===== src/fhp_pkg.sv =====
// Shared constants and types of the floppy host port
package fhp_pkg;

  // ********************************************
  // Register select and status layout
  // ********************************************
  localparam logic FHP_SEL_STATUS  = 1'b0;
  localparam logic FHP_SEL_DATA    = 1'b1;
  localparam int   FHP_ST_SEEK_LSB = 0;
  localparam int   FHP_ST_CB       = 4;
  localparam int   FHP_ST_NDM      = 5;
  localparam int   FHP_ST_DIO      = 6;
  localparam int   FHP_ST_RQM      = 7;
  localparam int   FHP_DRIVES      = 4;
  localparam int   FHP_BYTE_W      = 8;
  localparam int   FHP_BUF_DEPTH   = 2;

  // ********************************************
  // Reset values
  // ********************************************
  localparam logic       FHP_PIN_RST  = 1'b0;
  localparam logic [7:0] FHP_BYTE_RST = 8'h00;

  // ********************************************
  // Timing
  // ********************************************
  localparam int FHP_CLK_PERIOD_NS    = 50;
  localparam int FHP_RQM_DELAY_NS     = 12000;
  localparam int FHP_RQM_DELAY_CYCLES =
    (FHP_RQM_DELAY_NS + FHP_CLK_PERIOD_NS - 1) / FHP_CLK_PERIOD_NS;

  // ********************************************
  // Command phase
  // ********************************************
  typedef enum logic [1:0] {
    FHP_PH_IDLE   = 2'b00,
    FHP_PH_EXEC   = 2'b01,
    FHP_PH_RESULT = 2'b11
  } fhp_phase_e;

endpackage : fhp_pkg


===== src/fhp_pair_buffer.sv =====
// Small valid/ready byte buffer
`timescale 1ns/1ns
module fhp_pair_buffer
  import fhp_pkg::*;
#(
  parameter int WIDTH = FHP_BYTE_W,
  parameter int DEPTH = FHP_BUF_DEPTH
) (
  // Clock and reset
  input  wire logic             clk,
  input  wire logic             sys_rst,
  // Fill side
  input  wire logic             in_valid,
  output logic                  in_ready,
  input  wire logic [WIDTH-1:0] in_data,
  // Drain side
  output logic                  out_valid,
  input  wire logic             out_ready,
  output logic [WIDTH-1:0]      out_data
);
  localparam int PW = (DEPTH > 1) ? $clog2(DEPTH) : 1;
  localparam logic [PW:0] FULL = (PW + 1)'(DEPTH);
  localparam logic [PW-1:0] LAST = PW'(DEPTH - 1);

  logic [WIDTH-1:0] mem [DEPTH];
  logic [PW-1:0]    wptr;
  logic [PW-1:0]    rptr;
  logic [PW:0]      count;
  logic [PW:0]      next_count;
  logic             do_push;
  logic             do_pop;

  assign do_push  = in_valid & in_ready;
  assign do_pop   = out_valid & out_ready;
  assign out_data = mem[rptr];

  always_comb begin
    next_count = count;
    if (do_push & ~do_pop) begin
      next_count = count + 1'b1;
    end else if (~do_push & do_pop) begin
      next_count = count - 1'b1;
    end
  end

  always_ff @(posedge clk) begin
    if (do_push) begin
      mem[wptr] <= in_data;
    end
  end

  always_ff @(posedge clk) begin
    if (sys_rst) begin
      wptr <= '0;
      rptr <= '0;
    end else begin
      if (do_push) begin
        wptr <= (wptr == LAST) ? '0 : wptr + 1'b1;
      end
      if (do_pop) begin
        rptr <= (rptr == LAST) ? '0 : rptr + 1'b1;
      end
    end
  end

  // Flags kept in flops so ready and valid leave without logic
  always_ff @(posedge clk) begin
    if (sys_rst) begin
      count     <= '0;
      in_ready  <= 1'b1;
      out_valid <= 1'b0;
    end else begin
      count     <= next_count;
      in_ready  <= (next_count != FULL);
      out_valid <= (next_count != '0);
    end
  end
endmodule : fhp_pair_buffer


===== src/fhp_rqm_timer.sv =====
// Hold-off timer for the master request flag
`timescale 1ns/1ns
module fhp_rqm_timer
  import fhp_pkg::*;
#(
  parameter int CYCLES = FHP_RQM_DELAY_CYCLES
) (
  // Clock and reset
  input  wire logic clk,
  input  wire logic sys_rst,
  // Control
  input  wire logic start,
  output logic      busy
);
  localparam int CW = $clog2(CYCLES + 1);

  logic [CW-1:0] cnt;

  always_ff @(posedge clk) begin
    if (sys_rst) begin
      cnt <= '0;
    end else if (start) begin
      cnt <= CW'(CYCLES);
    end else if (cnt != '0) begin
      cnt <= cnt - 1'b1;
    end
  end

  assign busy = (cnt != '0);
endmodule : fhp_rqm_timer


===== src/fhp_host_port.sv =====
// Processor and DMA port, main status and drive pins of the floppy controller
`timescale 1ns/1ns

// How it works
// - Reset idles, drive outputs low.
// - Select ignored while chip deselected; strobes also, unless acknowledge low.
// - Select low status, select high data.
// - Read strobe drives status or data byte.
// - Write strobe with select high loads data.
// - Status register is read-only, readable unless acknowledge low.
// - Request DMA when byte needed; acknowledge low.
// - Terminal count ends execution and transfer.
// - Non-DMA execution interrupts on every byte.
// - Mode pin high seeking, low read/write.
// - Shared outputs: current/fault reset or direction/step.
// - Shared inputs read by mode.
// - Head select high head one.
// - Density pin high for double density.
// - Loop oscillator pin low inhibits.
// - Status bits 0-3 show drives seeking.
// - Status bit 4 shows read/write busy.
// - Status bit 5 only in non-DMA execution.
// - Status bit 6 gives transfer direction.
// - Status bit 7 ready to exchange byte.
// - Ready flag held off after each exchange.
// - DMA request drops when acknowledge low.
module fhp_host_port
  import fhp_pkg::*;
#(
  parameter int RQM_DELAY_CYCLES = FHP_RQM_DELAY_CYCLES
) (
  // Clock and reset
  input  wire logic                  clk,
  input  wire logic                  sys_rst,
  // Processor bus
  input  wire logic                  cs_n,
  input  wire logic                  rd_n,
  input  wire logic                  wr_n,
  input  wire logic                  register_select,
  input  wire logic [7:0]            db_in,
  output logic      [7:0]            db_out,
  output logic                       db_oe,
  output logic                       int_req,
  // DMA handshake
  output logic                       dma_request,
  input  wire logic                  dma_acknowledge_n,
  input  wire logic                  terminal_count,
  // Drive and loop pins
  output logic                       seek_mode,
  output logic                       low_current_or_direction,
  output logic                       fault_reset_or_step,
  output logic                       head_select,
  output logic                       double_density,
  output logic                       vco_enable,
  input  wire logic                  protect_or_two_side,
  input  wire logic                  fault_or_track_zero,
  // Controller core: state and drive requests
  input  wire logic [FHP_DRIVES-1:0] drive_seeking_bits,
  input  wire logic                  controller_busy,
  input  wire logic                  core_dma_mode,
  input  wire logic                  core_exec_start,
  input  wire logic                  core_to_host,
  input  wire logic                  core_seek,
  input  wire logic                  core_step_dir,
  input  wire logic                  core_step,
  input  wire logic                  core_low_current,
  input  wire logic                  core_fault_reset,
  input  wire logic                  core_head,
  input  wire logic                  core_double_density,
  input  wire logic                  core_vco_enable,
  // Controller core: bytes to the processor
  input  wire logic                  core_res_valid,
  output logic                       core_res_ready,
  input  wire logic [7:0]            core_res_data,
  // Controller core: bytes from the processor
  output logic                       core_cmd_valid,
  input  wire logic                  core_cmd_ready,
  output logic      [7:0]            core_cmd_data,
  // Controller core: events and sensed drive state
  output logic                       core_exec_end,
  output logic                       core_write_protect,
  output logic                       core_drive_fault,
  output logic                       core_two_sided,
  output logic                       core_track_zero
);

  // ********************************************
  // Access decode
  // ********************************************
  fhp_phase_e  phase;
  logic        sel;
  logic        data_path;
  logic        rd_act;
  logic        wr_act;
  logic        prev_rd;
  logic        prev_wr;
  logic        rd_start;
  logic        wr_start;
  logic        push;
  logic        pop;
  logic        xfer;
  logic [7:0]  status;
  logic        rqm;
  logic        next_rqm;
  logic        non_dma_execution;
  logic        tmr_busy;
  logic        up_valid;
  logic [7:0]  up_data;
  logic        down_ready;
  logic        tc_end;
  logic        ph_exec;

  assign sel       = ~cs_n;
  // Acknowledge selects the data register on its own during DMA
  assign data_path = (sel & (register_select == FHP_SEL_DATA)) | ~dma_acknowledge_n;
  // Both-low or status-write combinations match neither term
  assign rd_act    = ~rd_n & wr_n & (sel | ~dma_acknowledge_n);
  assign wr_act    = ~wr_n & rd_n & data_path;

  always_ff @(posedge clk) begin
    if (sys_rst) begin
      prev_rd <= 1'b0;
      prev_wr <= 1'b0;
    end else begin
      prev_rd <= rd_act;
      prev_wr <= wr_act;
    end
  end

  assign rd_start = rd_act & ~prev_rd;
  assign wr_start = wr_act & ~prev_wr;
  // A write into a full stack is dropped; the host should wait for ready
  assign push     = wr_start & down_ready;
  assign pop      = rd_start & data_path & up_valid;
  assign xfer     = push | pop;

  // ********************************************
  // Data stack in both directions
  // ********************************************
  fhp_pair_buffer #(.WIDTH(FHP_BYTE_W), .DEPTH(FHP_BUF_DEPTH)) u_down (
    .clk       (clk),
    .sys_rst   (sys_rst),
    .in_valid  (push),
    .in_ready  (down_ready),
    .in_data   (db_in),
    .out_valid (core_cmd_valid),
    .out_ready (core_cmd_ready),
    .out_data  (core_cmd_data)
  );

  fhp_pair_buffer #(.WIDTH(FHP_BYTE_W), .DEPTH(FHP_BUF_DEPTH)) u_up (
    .clk       (clk),
    .sys_rst   (sys_rst),
    .in_valid  (core_res_valid),
    .in_ready  (core_res_ready),
    .in_data   (core_res_data),
    .out_valid (up_valid),
    .out_ready (pop),
    .out_data  (up_data)
  );

  // ********************************************
  // Master request and status
  // ********************************************
  fhp_rqm_timer #(.CYCLES(RQM_DELAY_CYCLES)) u_rqm_timer (
    .clk     (clk),
    .sys_rst (sys_rst),
    .start   (xfer),
    .busy    (tmr_busy)
  );

  // Ready drops on the exchange itself, then waits out the timer
  assign next_rqm = (core_to_host ? up_valid : down_ready) & ~tmr_busy & ~xfer;

  always_ff @(posedge clk) begin
    if (sys_rst) begin
      rqm <= 1'b0;
    end else begin
      rqm <= next_rqm;
    end
  end

  assign ph_exec = (phase == FHP_PH_EXEC);
  assign non_dma_execution     = ph_exec & ~core_dma_mode;

  always_comb begin
    status                                           = FHP_BYTE_RST;
    status[FHP_ST_SEEK_LSB +: FHP_DRIVES]            = drive_seeking_bits;
    status[FHP_ST_CB]                                = controller_busy;
    status[FHP_ST_NDM]                               = non_dma_execution;
    status[FHP_ST_DIO]                               = core_to_host;
    status[FHP_ST_RQM]                               = rqm;
  end

  // ********************************************
  // Read data path
  // ********************************************
  // Data byte is latched at the strobe start; status follows live
  always_ff @(posedge clk) begin
    if (sys_rst) begin
      db_out <= FHP_BYTE_RST;
      db_oe  <= 1'b0;
    end else begin
      db_oe <= rd_act;
      if (rd_start & data_path) begin
        db_out <= up_data;
      end else if (rd_act & ~data_path) begin
        db_out <= status;
      end
    end
  end

  // ********************************************
  // Command phase tracking
  // ********************************************
  assign tc_end = ph_exec & terminal_count;

  always_ff @(posedge clk) begin
    if (sys_rst) begin
      phase <= FHP_PH_IDLE;
    end else begin
      case (phase)
        FHP_PH_IDLE: begin
          if (core_exec_start) begin
            phase <= FHP_PH_EXEC;
          end
        end
        FHP_PH_EXEC: begin
          if (terminal_count) begin
            phase <= FHP_PH_RESULT;
          end
        end
        FHP_PH_RESULT: begin
          if (core_exec_start) begin
            phase <= FHP_PH_EXEC;
          end else if (~core_to_host & ~up_valid) begin
            phase <= FHP_PH_IDLE;
          end
        end
        default: begin
          phase <= FHP_PH_IDLE;
        end
      endcase
    end
  end

  always_ff @(posedge clk) begin
    if (sys_rst) begin
      core_exec_end <= 1'b0;
    end else begin
      core_exec_end <= tc_end;
    end
  end

  // ********************************************
  // DMA request and interrupt
  // ********************************************
  // Terminal count blocks a further request in the same cycle
  always_ff @(posedge clk) begin
    if (sys_rst) begin
      dma_request <= 1'b0;
    end else begin
      dma_request <= ph_exec & core_dma_mode & next_rqm
                     & dma_acknowledge_n & ~terminal_count;
    end
  end

  // Set beats clear so a byte ready in the clearing cycle is kept
  always_ff @(posedge clk) begin
    if (sys_rst) begin
      int_req <= 1'b0;
    end else if ((non_dma_execution & next_rqm & ~rqm) | tc_end) begin
      int_req <= 1'b1;
    end else if ((rd_start | wr_start) & data_path) begin
      int_req <= 1'b0;
    end
  end

  // ********************************************
  // Drive pins
  // ********************************************
  always_ff @(posedge clk) begin
    if (sys_rst) begin
      seek_mode                <= FHP_PIN_RST;
      low_current_or_direction <= FHP_PIN_RST;
      fault_reset_or_step      <= FHP_PIN_RST;
      head_select              <= FHP_PIN_RST;
      double_density           <= FHP_PIN_RST;
      vco_enable               <= FHP_PIN_RST;
    end else begin
      seek_mode                <= core_seek;
      low_current_or_direction <= core_seek ? core_step_dir : core_low_current;
      fault_reset_or_step      <= core_seek ? core_step : core_fault_reset;
      head_select              <= core_head;
      double_density           <= core_double_density;
      vco_enable               <= core_vco_enable;
    end
  end

  always_ff @(posedge clk) begin
    if (sys_rst) begin
      core_write_protect <= 1'b0;
      core_drive_fault   <= 1'b0;
      core_two_sided     <= 1'b0;
      core_track_zero    <= 1'b0;
    end else begin
      core_write_protect <= ~seek_mode & protect_or_two_side;
      core_drive_fault   <= ~seek_mode & fault_or_track_zero;
      core_two_sided     <= seek_mode & protect_or_two_side;
      core_track_zero    <= seek_mode & fault_or_track_zero;
    end
  end
endmodule : fhp_host_port


===== config.mk =====
export PLATFORM = sky130hd
export DESIGN_NAME = fhp_host_port
export DESIGN_NICKNAME = d
export VERILOG_FILES = /design/src/fhp_pkg.sv /design/src/fhp_pair_buffer.sv /design/src/fhp_rqm_timer.sv /design/src/fhp_host_port.sv
export SDC_FILE = /design/constraint.sdc
export NUM_CORES = 1
export LEC_CHECK = 0
export ABC_AREA = 1
export ABC_CLOCK_PERIOD_IN_PS = 1500
export BUFFER_PORTS_ARGS = -buffer_cell sky130_fd_sc_hd__buf_2
export CAP_MARGIN = 20
export CORE_MARGIN = 3
export CORE_UTILIZATION = 53
export CTS_CLUSTER_SIZE = 12
export DETAILED_ROUTE_END_ITERATION = 7
export MAX_ROUTING_LAYER = met4
export PLACE_DENSITY = 0.9
export SKIP_LAST_GASP = 1
export SLEW_MARGIN = 30
export SYNTH_ARGS = -nofsm -noshare
export SYNTH_HDL_FRONTEND = slang
export SYNTH_SLANG_ARGS = --single-unit

===== constraint.sdc =====
create_clock -name clk -period 1.5 [get_ports clk]
set_input_delay 0.15 -clock clk [delete_from_list [all_inputs] [get_ports clk]]
set_output_delay 0.15 -clock clk [all_outputs]
set_load 0.005 [all_outputs]

== After elaboration in Yosys (flattened, before gate mapping) ==
Memory sizes are Yosys's and may differ from the RTL's. A register that Yosys moved wholly into a read port is not among the register bits.
Index checks and enable logic that the tools add are counted.
Word-level totals
  register bits after elaboration: 46
  bits in latches: 0
  RAM bits: 32
  ROM bits: 0
  bits of input ports: 44
  output and inout bits: 32
  logic and storage cells: 146
  memories kept: 2
Memories
  u_down.mem: depth 2, bits a word 8, read ports 1, clocked after memory_dff 1, wr ports 1, line fhp_pair_buffer.sv:25  | logic [WIDTH-1:0] mem [DEPTH];
  u_up.mem: depth 2, bits a word 8, read ports 1, clocked after memory_dff 1, wr ports 1, line fhp_pair_buffer.sv:25
Operators by class
  add/sub/neg operators: 9
  multiply operators: 0
  divide/modulo/power cells: 0
  magnitude comparators: 0
  equality and inequality tests: 7
  shifts and indexed selects: 0
  multiplexer cells: 30
  bitwise gates (word level): 59
  reductions and logical operators: 9
Operators with widths (number)
  $and 1x1->1: 35
  $mux 8: 4
  $not 1->1: 19
  $mux 1: 17
  $mux 2: 8
  $reduce_bool 2->1: 5
  $ne 2x2->1 const B: 4
  $reduce_bool 8->1: 1
  $sub 8x1->8 const B: 1
  $pmux 2 s3: 1
  $or 1x1->1: 5
  $add 1x1->1 const B: 4
  $add 2x1->2 const B: 2
  $sub 2x1->2 const B: 2
  $ne 3x3->1 const B: 1
  $reduce_and 3->1: 1
  $eq 2x1->1 const B: 1
  $eq 2x2->1 const B: 1
  $logic_not 2->1: 1
  $reduce_or 2->1: 1

== Logic depth before layout (Yosys ltp) ==
Gate-level depths: netlist of the first run.
  word-level depth: 13
  mapped depth: 10
  gate-level depth less buffers: 10

== Modules after synthesis ==
Synthesis of the first run repeated with hierarchy kept, for this count alone.
Second synthesis, totals
  cell total of the unflattened synthesis: 351
  area total of the unflattened synthesis: 3349.5 um^2
Modules (own cells, without submodules)
  fhp_pair_buffer: instances 2, cells each 64, area an instance 867.1 um^2, seq. area each 620.6 um^2
  fhp_host_port: instances 1, cells each 161, area an instance 1159.9 um^2, seq. area each 520.5 um^2
  fhp_rqm_timer: instances 1, cells each 62, area an instance 455.4 um^2, seq. area each 160.2 um^2

== Least setup slack after synthesis of the first run ==
OpenSTA, ideal clock, no wires.
  path kind: register to register
  start point: register u_rqm_timer.cnt[0]
  end point: register u_rqm_timer.cnt[4]
  setup time: 0.134 ns
  data arrival time: 1.286 ns
  data required time: 1.366 ns
  slack: 0.080 ns
  cell stages (with the launch flop): 10
  path buffers: 0
  period minus slack after synthesis: 1.420 ns
  cell sequence: dfxtp_1 > inv_1 > ha_1 > nand2_2 > nor2_4 > nand3_4 > nor3_4 > inv_2 > nand3_1 > a21oi_1
On the way
  word-level cells in the longest chain between the ends: 3
  elaborated cells on any way between the ends: 5
  those cells by class: add/sub: 1; mux: 2; reduce/logical: 2
RTL lines
  start: declaration: line fhp_rqm_timer.sv:17  | logic [CW-1:0] cnt;
  start signal: assignment: line fhp_rqm_timer.sv:23  | cnt <= CW'(CYCLES);
  start signal: assignment: line fhp_rqm_timer.sv:25  | cnt <= cnt - 1'b1;
  $sub 8x1->8: line fhp_rqm_timer.sv:25
  $mux 8: line fhp_rqm_timer.sv:24  | end else if (cnt != '0) begin
  $mux 8: line fhp_rqm_timer.sv:22  | end else if (start) begin
Parallel ways exist; a longest one is shown, timed or not. The select of a mux whose other input is x is not followed.
A chain may end at the register's enable or synchronous reset.

==> results of run 1 <==
==> cell families after synthesis <==
| kind of cell | count (synthesis) | share of synthesized area [%] |
|---|---|---|
| AOI/OAI and AO/OA | 37 | 6.12 |
| xor gates and xnor gates | 6 | 1.60 |
| adders and majority gates | 1 | 0.380 |
| buffers and inverters | 49 | 5.81 |
| DFF | 80 | 58.4 |
| muxes | 8 | 2.74 |
| and+or+nand+nor | 161 | 25.0 |
==> metrics by stage <==
step | utilization (%) | power, uW | setup TNS, ns
global placement | 64.0 | 3840 | 0
finish | 72.4 | 5900 | 0
floorplan | - | 3520 | 0
global route | 72.4 | 6200 | -0.0149
detailed placement | 64.0 | 3920 | -0.0432
CTS | 72.0 | 5870 | 0
==> sequential cells by signal (all words and copies together) (netlist names), 2 cells and up, named ones only <==
signal,cells
u_down.count,2
u_up.mem,16
u_rqm_timer.cnt,8
phase,2
u_up.count,2
db_out,8
u_down.mem,16
==> worst min-delay path by stage <==
stage | slack (ns) | start | cells past startpoint | end
floorplan | 0.25 | db_in[0] | 0 | u_down.mem[0][0]
global placement | 0.34 | db_in[4] | 1 | u_down.mem[0][4]
detailed placement | 0.34 | core_res_data[1] | 1 | u_up.mem[1][1]
CTS | 0.005 | core_step_dir | 3 | low_current_or_direction
global route | 0.02 | core_step_dir | 3 | low_current_or_direction
finish | 0.02 | core_step_dir | 3 | low_current_or_direction
==> tightest hold or removal path, delay by kind of cell <==
| kind | cells | cell delay, ns |
|---|---|---|
| buf+inv | 1 | 0.08 |
| simple gates | 2 | 0.11 |
==> repair_timing <==
action | in CTS | in global routing
setup endpoints to repair | 11 | 9
buffers inserted | 4 | 3
endpoints found under the hold margin | 35 | 0
hold buffers | 19 | 0
pin swaps | 5 | 2
gates resized for setup | 11 | 1
==> placed cells by master (no fill, tap or decap), types with 4 or more instances in the layout <==
cell type      synthesis  layout
o21ai_0               18      18
dfxtp_1               48      45
nor2_1                29      29
nor2_2                 4       4
xnor2_1                4       4
nor2_4                 5       5
edfxtp_1              32      32
clkbuf_8               0      10
nand3_1               26      25
inv_1                 36      34
buf_4                  1      16
nand2_2                6       5
inv_2                  6       8
nand2_1               68      68
buf_2                  3      75
nor3_1                 6       6
dlygate4sd3_1          0      19
a21oi_1               15      14
mux2_2                 8       8
==> metal layers <==
metal	track usage, %	wire (um)	up-vias
li1	-	-	1353
met1	23.3	2840	1219
met2	35.2	3640	78
met3	4.47	386	20
met4	11.9	213	0
met5	-	0	-
==> cell type report <==
type	instances	area share [%]
flip-flops and latches	80	44.6
well taps	75	2.18
inverters	42	3.66
repair buffers	112	16.4
multi-input cells	213	28.0
clock buffers	11	3.28
clock inverters	5	1.86
==> power breakdown <==
| group | switching, uW | total, uW | internal [uW] |
|---|---|---|---|
| Sequential | 172 | 2660 | 2490 |
| Combinational | 773 | 1500 | 726 |
| Clock | 761 | 1740 | 980 |
| Total | 1710 | 5900 | 4190 |
==> impl_metrics.ini, run 1 <==
[setup_path]
path_buf_inv = 1
worstSetupPathDepth = 2
arrival_ns = 1.29
r2r-start = u_rqm_timer.cnt[0]
crit_slowest_cell = dfxtp_2
crit_fanout = 8
endpoint = core_cmd_data[4]
crit_family = flip-flops
cp_slowest_stage_delay_ns = 0.44
path_cells = mux2_2 -> buf_2
cp.required_ns = 1.35
path_class = reg -> out
cp-end-kind = primary output
rrSetupSlack_ns = 0.08
cp-start-kind = flop
r2r-end = dma_request
r2r_cells = 9

[timing]
finClkSkew_ns = 0.0104
drv_slew = 0
slew_headroom_pct = 71.6
layout_setup_ws_ns = 0.0638
period_needed_ns = 1.44
min_period_over_period_pct = 95.7
fmax_mhz = 696
hold_violations = 0
whs_ns = 0.0232
setup_viol_count_final = 0
worstMarginPinSlew_ns = 0.426

[power_and_ir_drop]
irDropWorstVdd_mv = 0.911
leakage_uw = 0.00196
power_density_nw_per_um2 = 1370

[clocking]
insertion_delay_ns = 0.36
clock-root-buffer = clkbuf_8
htreeDepth = 3
clock_sinks = 80
cts_buffers = 9
cts_tree = built
clkTransAtPathRegs_ns = 0.08
clockBufferDepth = 2

[final_layout]
drive_above_1_share_pct = 34.3
antenna_cells = 0
nFillCells = 417
nets = 503
fin_cells = 538
regArea_um2 = 1930
area_growth_pct = 31.0
multiInputGateArea_um2 = 1210
fin_area_um2 = 4310

[routing]
wl_mm = 7.07
drt-pass1-iter-count = 4
drc_errors = 0
dr.first_iter.drc_count = 145
wl_per_cell_um = 13.1
via_per_inst = 4.96
num_vias = 2670
final_antenna_net_count = 0

[logic_synthesis]
synth_warnings = 0
synth_most_common_cell = nand2_1
synth-seq-area-share_pct = 58.4
syn_area_um2 = 3290
ys_types = 34
yosys_register_bits = 80
syn_nets = 387
syn_inst = 342
synth_edf_count = 32
ys.flop_type = dfxtp_1
synth_top_area_share_pct = 29.2
synth_commonest_cells = nand2_1 (68), dfxtp_1 (48), inv_1 (36)
netlist_top_cells_area = dfxtp_1 (29%), edfxtp_1 (29%), nand2_1 (7.8%)
synth_top_area_cell = dfxtp_1
ys_async_sr_fraction_pct = 0
postSynthAreaPerCell_um2 = 9.63

[worst_hold_path]
hold_class = in -> reg

[grt]
grtUsageTotal_pct = 21.0
antenna_found_initial = 0
grt_pass1_vias = 2584
grt_max_degree = 16
grt_pass1_wl_mm = 11.4
grt-ovfl-total = 0

[job]
max_cap_violations = 0

[placed_design]
hpwl_mm = 5.01
place_ws_ns = -0.0207
gp_congestion = 0.833
place.port_buffers = 75
post-place-cells = 496
placed_area_um2 = 3810

[die]
die_w_um = 84.8
row_count = 28
start_util_pct = 55.3
io_pins = 76
coreArea_um2 = 5960
fp.dieH_um = 84.8
die-area_um2 = 7200

[status]
status = finished, final reports clean
Note: power is estimated with default switching activity, not from simulation.
==> inputs of run 2 (changes only) <==
--- a/config.mk
+++ b/config.mk
@@ -15,6 +15,7 @@
 export DETAILED_ROUTE_END_ITERATION = 7
 export MAX_ROUTING_LAYER = met4
 export PLACE_DENSITY = 0.9
+export REMOVE_ABC_BUFFERS = 1
 export SKIP_LAST_GASP = 1
 export SLEW_MARGIN = 30
 export SYNTH_ARGS = -nofsm -noshare
==> run 2 against run 1 <==
  * Sequential share of layout area rose by 0.12 points
  * Non-clock buffer count is 3 lower
  * Utilization down 0.19 points
  * Register-to-register slack worse by 0.02 ns
==> impl_metrics.ini, run 2 (synthesis gave the netlist of run 1 again) <==
[status]
status = finished, final reports clean

[clocking]
cts_buffers = 9
clkTransAtPathRegs_ns = 0.09
clock_sinks = 80
cts_tree = built
clockBufferDepth = 2
htreeDepth = 3
insertion_delay_ns = 0.36
clock-root-buffer = clkbuf_8

[timing]
fmax_mhz = 694
period_needed_ns = 1.44
setup_viol_count_final = 0
min_period_over_period_pct = 96.1
tns_ns = 0
rsz0062_at_grt = yes
hold_violations = 0
drv_slew = 0
slew_headroom_pct = 67.6
worstMarginPinSlew_ns = 0.485
finClkSkew_ns = 0.0176

[die]
die_w_um = 84.8
coreArea_um2 = 5960
row_count = 28
start_util_pct = 55.3
die-area_um2 = 7200
fp.dieH_um = 84.8
io_pins = 76

[setup_path]
cp-end-kind = flop
cp-start-kind = flop
arrival_ns = 1.69
r2r-start = u_rqm_timer.cnt[0]
path_class = reg -> reg
crit_start = u_rqm_timer.cnt[0]
cp.required_ns = 1.75
crit_fanout = 5

[grt]
grt_max_degree = 21
grt_pass1_vias = 2734
grtUsageTotal_pct = 21.7
grt_pass1_wl_mm = 11.9
grt-ovfl-total = 0
antenna_found_initial = 0

[routing]
drt-pass1-iter-count = 4
final_antenna_net_count = 0
drc_errors = 0
via_per_inst = 5.09
wl_mm = 7.34
num_vias = 2723
dr.first_iter.drc_count = 185
wl_per_cell_um = 13.7

[placed_design]
post-place-cells = 495
gp_congestion = 0.865
placed_area_um2 = 3800
place.port_buffers = 75
hpwl_mm = 5.05

[final_layout]
nets = 500
drive_above_1_share_pct = 35.0
fin_area_um2 = 4300
antenna_cells = 0
reg_top3 = u_down.mem: 16 flops, u_up.mem: 16 flops
layout_commonest_cell = buf_2
fin_cells = 535
mostFrequentLayoutCells = buf_2 (75), nand2_1 (66), dfxtp_1 (45), inv_1 (34), edfxtp_1 (32)
area_growth_pct = 30.6

[worst_hold_path]
hp-start = core_head
hold_class = in -> reg

[power_and_ir_drop]
irDropWorstVdd_mv = 0.890
power_density_nw_per_um2 = 1390
power_uw = 6000
leakage_uw = 0.00195

[job]
max_cap_violations = 0
run 2: cell types whose count changed in the layout (fill, tap and decap cells not counted), sizes merged:
cell / previous run / this run
inv: 42 / 43
clkinv: 1 / 2
clkinvlp: 2 / 1
clkbuf: 11 / 10
buf: 93 / 91
dlygate4sd3: 19 / 18
run 2: worst max-delay path, stage by stage, from the launching register on:
cell	delay (ns)
dfxtp_2	0.33
inv_2	0.07
ha_4	0.15
nand2_4	0.05
nor2_4	0.12
nand3_4	0.09
nor3_4	0.19
buf_6	0.14
inv_2	0.06
nand2_2	0.07
a21oi_1	0.05
run 2: final cells by class:
cell class              instances  area (um2)
clock buffers                  10         128
clock inverters                 6        93.8
fillers                       424        1650
inverters                      42         158
multi-input cells             213        1220
flip-flops and latches         80        1930
well taps                      75        93.8
repair buffers                109         683
run 2: worst paths after layout:
kind / end / slack [ns] / depth (start not counted)
max: u_rqm_timer.cnt[7] / 0.06 / 10
min: head_select / 0.02 / 3
max reg2reg: u_rqm_timer.cnt[7] / 0.06 / 10
min reg2reg: u_rqm_timer.cnt[0] / 0.47 / 2
run 2: layer usage:
metal	track usage [%]	part of all wire, %	vias to the layer above
met5	-	0	-
met4	8.78	1.8	0
met3	4.95	4.7	13
met2	40.2	56	75
met1	21.8	37	1284
li1	-	-	1351
run 2: where the power goes:
| group | total (uW) | internal (uW) | switching [uW] |
|---|---|---|---|
| Combinational | 1580 | 748 | 833 |
| Clock | 1760 | 949 | 813 |
| Sequential | 2660 | 2490 | 171 |
| Total | 6000 | 4180 | 1820 |
run 2: what timing repair did:
item,in CTS,in global routing
setup buffers,5,1
endpoints found under the hold margin,34,0
pin swaps,5,5
resized for setup,8,8
endpoints found under the setup margin,11,8
cloned,0,0
hold buffers,18,0
run 2: metrics by stage:
stage          hold slack, ns  setup slack, ns  utilization [%]
2_1_floorplan           0.216           0.0953                -
3_3_place_gp            0.337           0.0933             63.9
3_5_place_dp            0.341          -0.0342             63.9
4_1_cts               0.00249          -0.0255             71.6
5_1_grt                0.0119          -0.0259             72.2
6_report               0.0159           0.0589             72.2
==> inputs of run 3 (changes only) <==
--- a/config.mk
+++ b/config.mk
@@ -14,7 +14,7 @@
 export CTS_CLUSTER_SIZE = 12
 export DETAILED_ROUTE_END_ITERATION = 7
 export MAX_ROUTING_LAYER = met4
-export PLACE_DENSITY = 0.9
+export PLACE_DENSITY = 0.84
 export REMOVE_ABC_BUFFERS = 1
 export SKIP_LAST_GASP = 1
 export SLEW_MARGIN = 30
==> run 3 against run 2 <==
  * Final cell count shrank 0.93%
  * Routed wire length is 1.4% higher
  * Utilization decreased by 1.7 points
  * Worst setup slack worse by 0.046 ns
  * Clock power decreased by 23%
  * Worst hold slack got worse by 0.0042 ns
  * Count of clock-buffer cells in the layout unchanged
  * Cell area fell by 2.4%
==> impl_metrics.ini, run 3 (synthesis gave the netlist of run 1 again) <==
[setup_path]
worstSetupPathDepth = 9
critical_path.most_common_cell = nand3_4
path_class = reg -> reg
crit_family = simple AND/OR/NAND/NOR gates
rrSetupSlack_ns = 0.01
cp.required_ns = 1.78
crit_start = u_rqm_timer.cnt[0]
cp-end-kind = flop
r2r-start = u_rqm_timer.cnt[0]
cp-start-kind = flop
arrival_ns = 1.77
path_cells = inv_2 -> ha_4 -> nand2_4 -> nor2_4 -> nand3_4 -> nor3_4 -> buf_6 -> nand3_4 -> o21bai_2
crit_fanout = 4
endpoint = int_req
path_buf_inv = 2
cp_slowest_stage_delay_ns = 0.33
r2r-end = int_req
r2r_cells = 9
crit_slowest_cell = dfxtp_2

[routing]
wl_mm = 7.44
drc_errors = 0
final_antenna_net_count = 0
dr.first_iter.drc_count = 139
num_vias = 2703
via_per_inst = 5.10
wl_per_cell_um = 14.0
drt-pass1-iter-count = 4

[final_layout]
fin_area_um2 = 4200
fin_cells = 530
area_growth_pct = 27.5
regArea_um2 = 1930
nFillCells = 442
nets = 495
mostFrequentLayoutCells = buf_2 (75), nand2_1 (66), dfxtp_1 (45), inv_1 (34), edfxtp_1 (32)
multiInputGateArea_um2 = 1220
drive_above_1_share_pct = 34.3
layout_commonest_cell = buf_2
antenna_cells = 0
reg_top3 = u_down.mem: 16 flops, u_up.mem: 16 flops

[clocking]
clock-root-buffer = clkbuf_8
insertion_delay_ns = 0.35
clock_sinks = 80
htreeDepth = 3
cts_buffers = 9
clkTransAtPathRegs_ns = 0.08
clockBufferDepth = 2
cts_tree = built

[die]
coreArea_um2 = 5960
fp.dieH_um = 84.8
row_count = 28
die-area_um2 = 7200
io_pins = 76
die_w_um = 84.8
start_util_pct = 55.3

[timing]
hold_violations = 0
rsz0062_at_grt = yes
slew_headroom_pct = 70.3
finClkSkew_ns = 0.0114
drv_slew = 0
period_needed_ns = 1.49
tns_ns = 0
worstMarginPinSlew_ns = 0.445
min_period_over_period_pct = 99.1
fmax_mhz = 673
setup_viol_count_final = 0

[job]
max_cap_violations = 0

[worst_hold_path]
hold_class = in -> reg

[grt]
grtUsageTotal_pct = 22.3
grt_pass1_vias = 2777
grt_max_degree = 17
antenna_found_initial = 0
grt-ovfl-total = 0
grt_pass1_wl_mm = 12.2

[placed_design]
gp_congestion = 0.819
hpwl_mm = 5.08
place.port_buffers = 75
post-place-cells = 496
placed_area_um2 = 3810

[power_and_ir_drop]
leakage_uw = 0.00190
power_uw = 5510
irDropWorstVdd_mv = 0.789
power_density_nw_per_um2 = 1310

[status]
status = finished, final reports clean
==> run 3: cell count changes in the layout (fill, tap and decap cells not counted), sizes merged <==
cell,change
bufinv,-2
clkinv,+2
clkinvlp,+1
inv,-1
buf,-3
dlygate4sd3,-2
==> run 3: metrics by stage <==
stage	hold slack [ns]	utilization (%)	worst slack [ns]
floorplan	0.216	-	0.0953
global placement	0.338	64.0	0.112
detailed placement	0.342	64.0	0.0322
CTS	0.00774	69.3	0.0235
global route	0.00855	70.5	-0.112
finish	0.0117	70.5	0.0131
==> run 3: layout make-up <==
| cell class | instances | share of cell area [%] |
|---|---|---|
| Clock inverter | 6 | 0.894 |
| Sequential cell | 80 | 45.9 |
| Tap cell | 75 | 2.23 |
| Timing Repair Buffer | 104 | 15.3 |
| Inverter | 42 | 3.75 |
| Multi-Input combinational cell | 213 | 29.0 |
| Clock buffer | 10 | 3.04 |
==> run 3: report_power, final <==
| part | internal (uW) | leakage (uW) | switching [uW] | total [uW] |
|---|---|---|---|---|
| logic | 675 | 0.00113 | 824 | 1500 |
| registers | 2490 | 0.000692 | 170 | 2660 |
| clock network | 592 | 0.0000797 | 764 | 1360 |
==> run 3: how the worst min path moves through the flow <==
| stage | startpoint | to | slack, ns | cells after the start |
|---|---|---|---|---|
| 2_1_floorplan | sys_rst | u_rqm_timer.cnt[6] | 0.22 | 1 |
| 3_5_place_dp | db_in[1] | u_down.mem[1][1] | 0.34 | 1 |
| 3_3_place_gp | core_res_data[4] | u_up.mem[1][4] | 0.34 | 1 |
| 6_report | core_head | head_select | 0.01 | 3 |
| 5_1_grt | core_head | head_select | 0.009 | 3 |
| 4_1_cts | db_in[0] | u_down.mem[0][0] | 0.008 | 1 |
==> run 3: worst reg2reg max path: stages, from the launching register on <==
cell,delay [ns]
dfxtp_2,0.33
inv_2,0.07
ha_4,0.15
nand2_4,0.06
nor2_4,0.11
nand3_4,0.10
nor3_4,0.27
buf_6,0.15
nand3_4,0.08
o21bai_2,0.11
==> run 3: what timing repair did <==
item / in CTS / in global routing
hold endpoints to repair: 29 / 2
pin swaps: 0 / 4
hold buffers: 15 / 1
endpoints found under the setup margin: 8 / 9
buffers inserted: 0 / 2
gates resized for setup: 1 / 14
==> run 3: per-layer routing <==
metal | vias up | share of wire [%] | GRT usage, % | routed length, um
met5 | - | 0 | - | 0
met4 | 0 | 3.0 | 10.8 | 223
met3 | 24 | 3.6 | 6.02 | 269
met2 | 68 | 55 | 38.7 | 4110
met1 | 1278 | 38 | 23.4 | 2830
li1 | 1333 | - | - | -
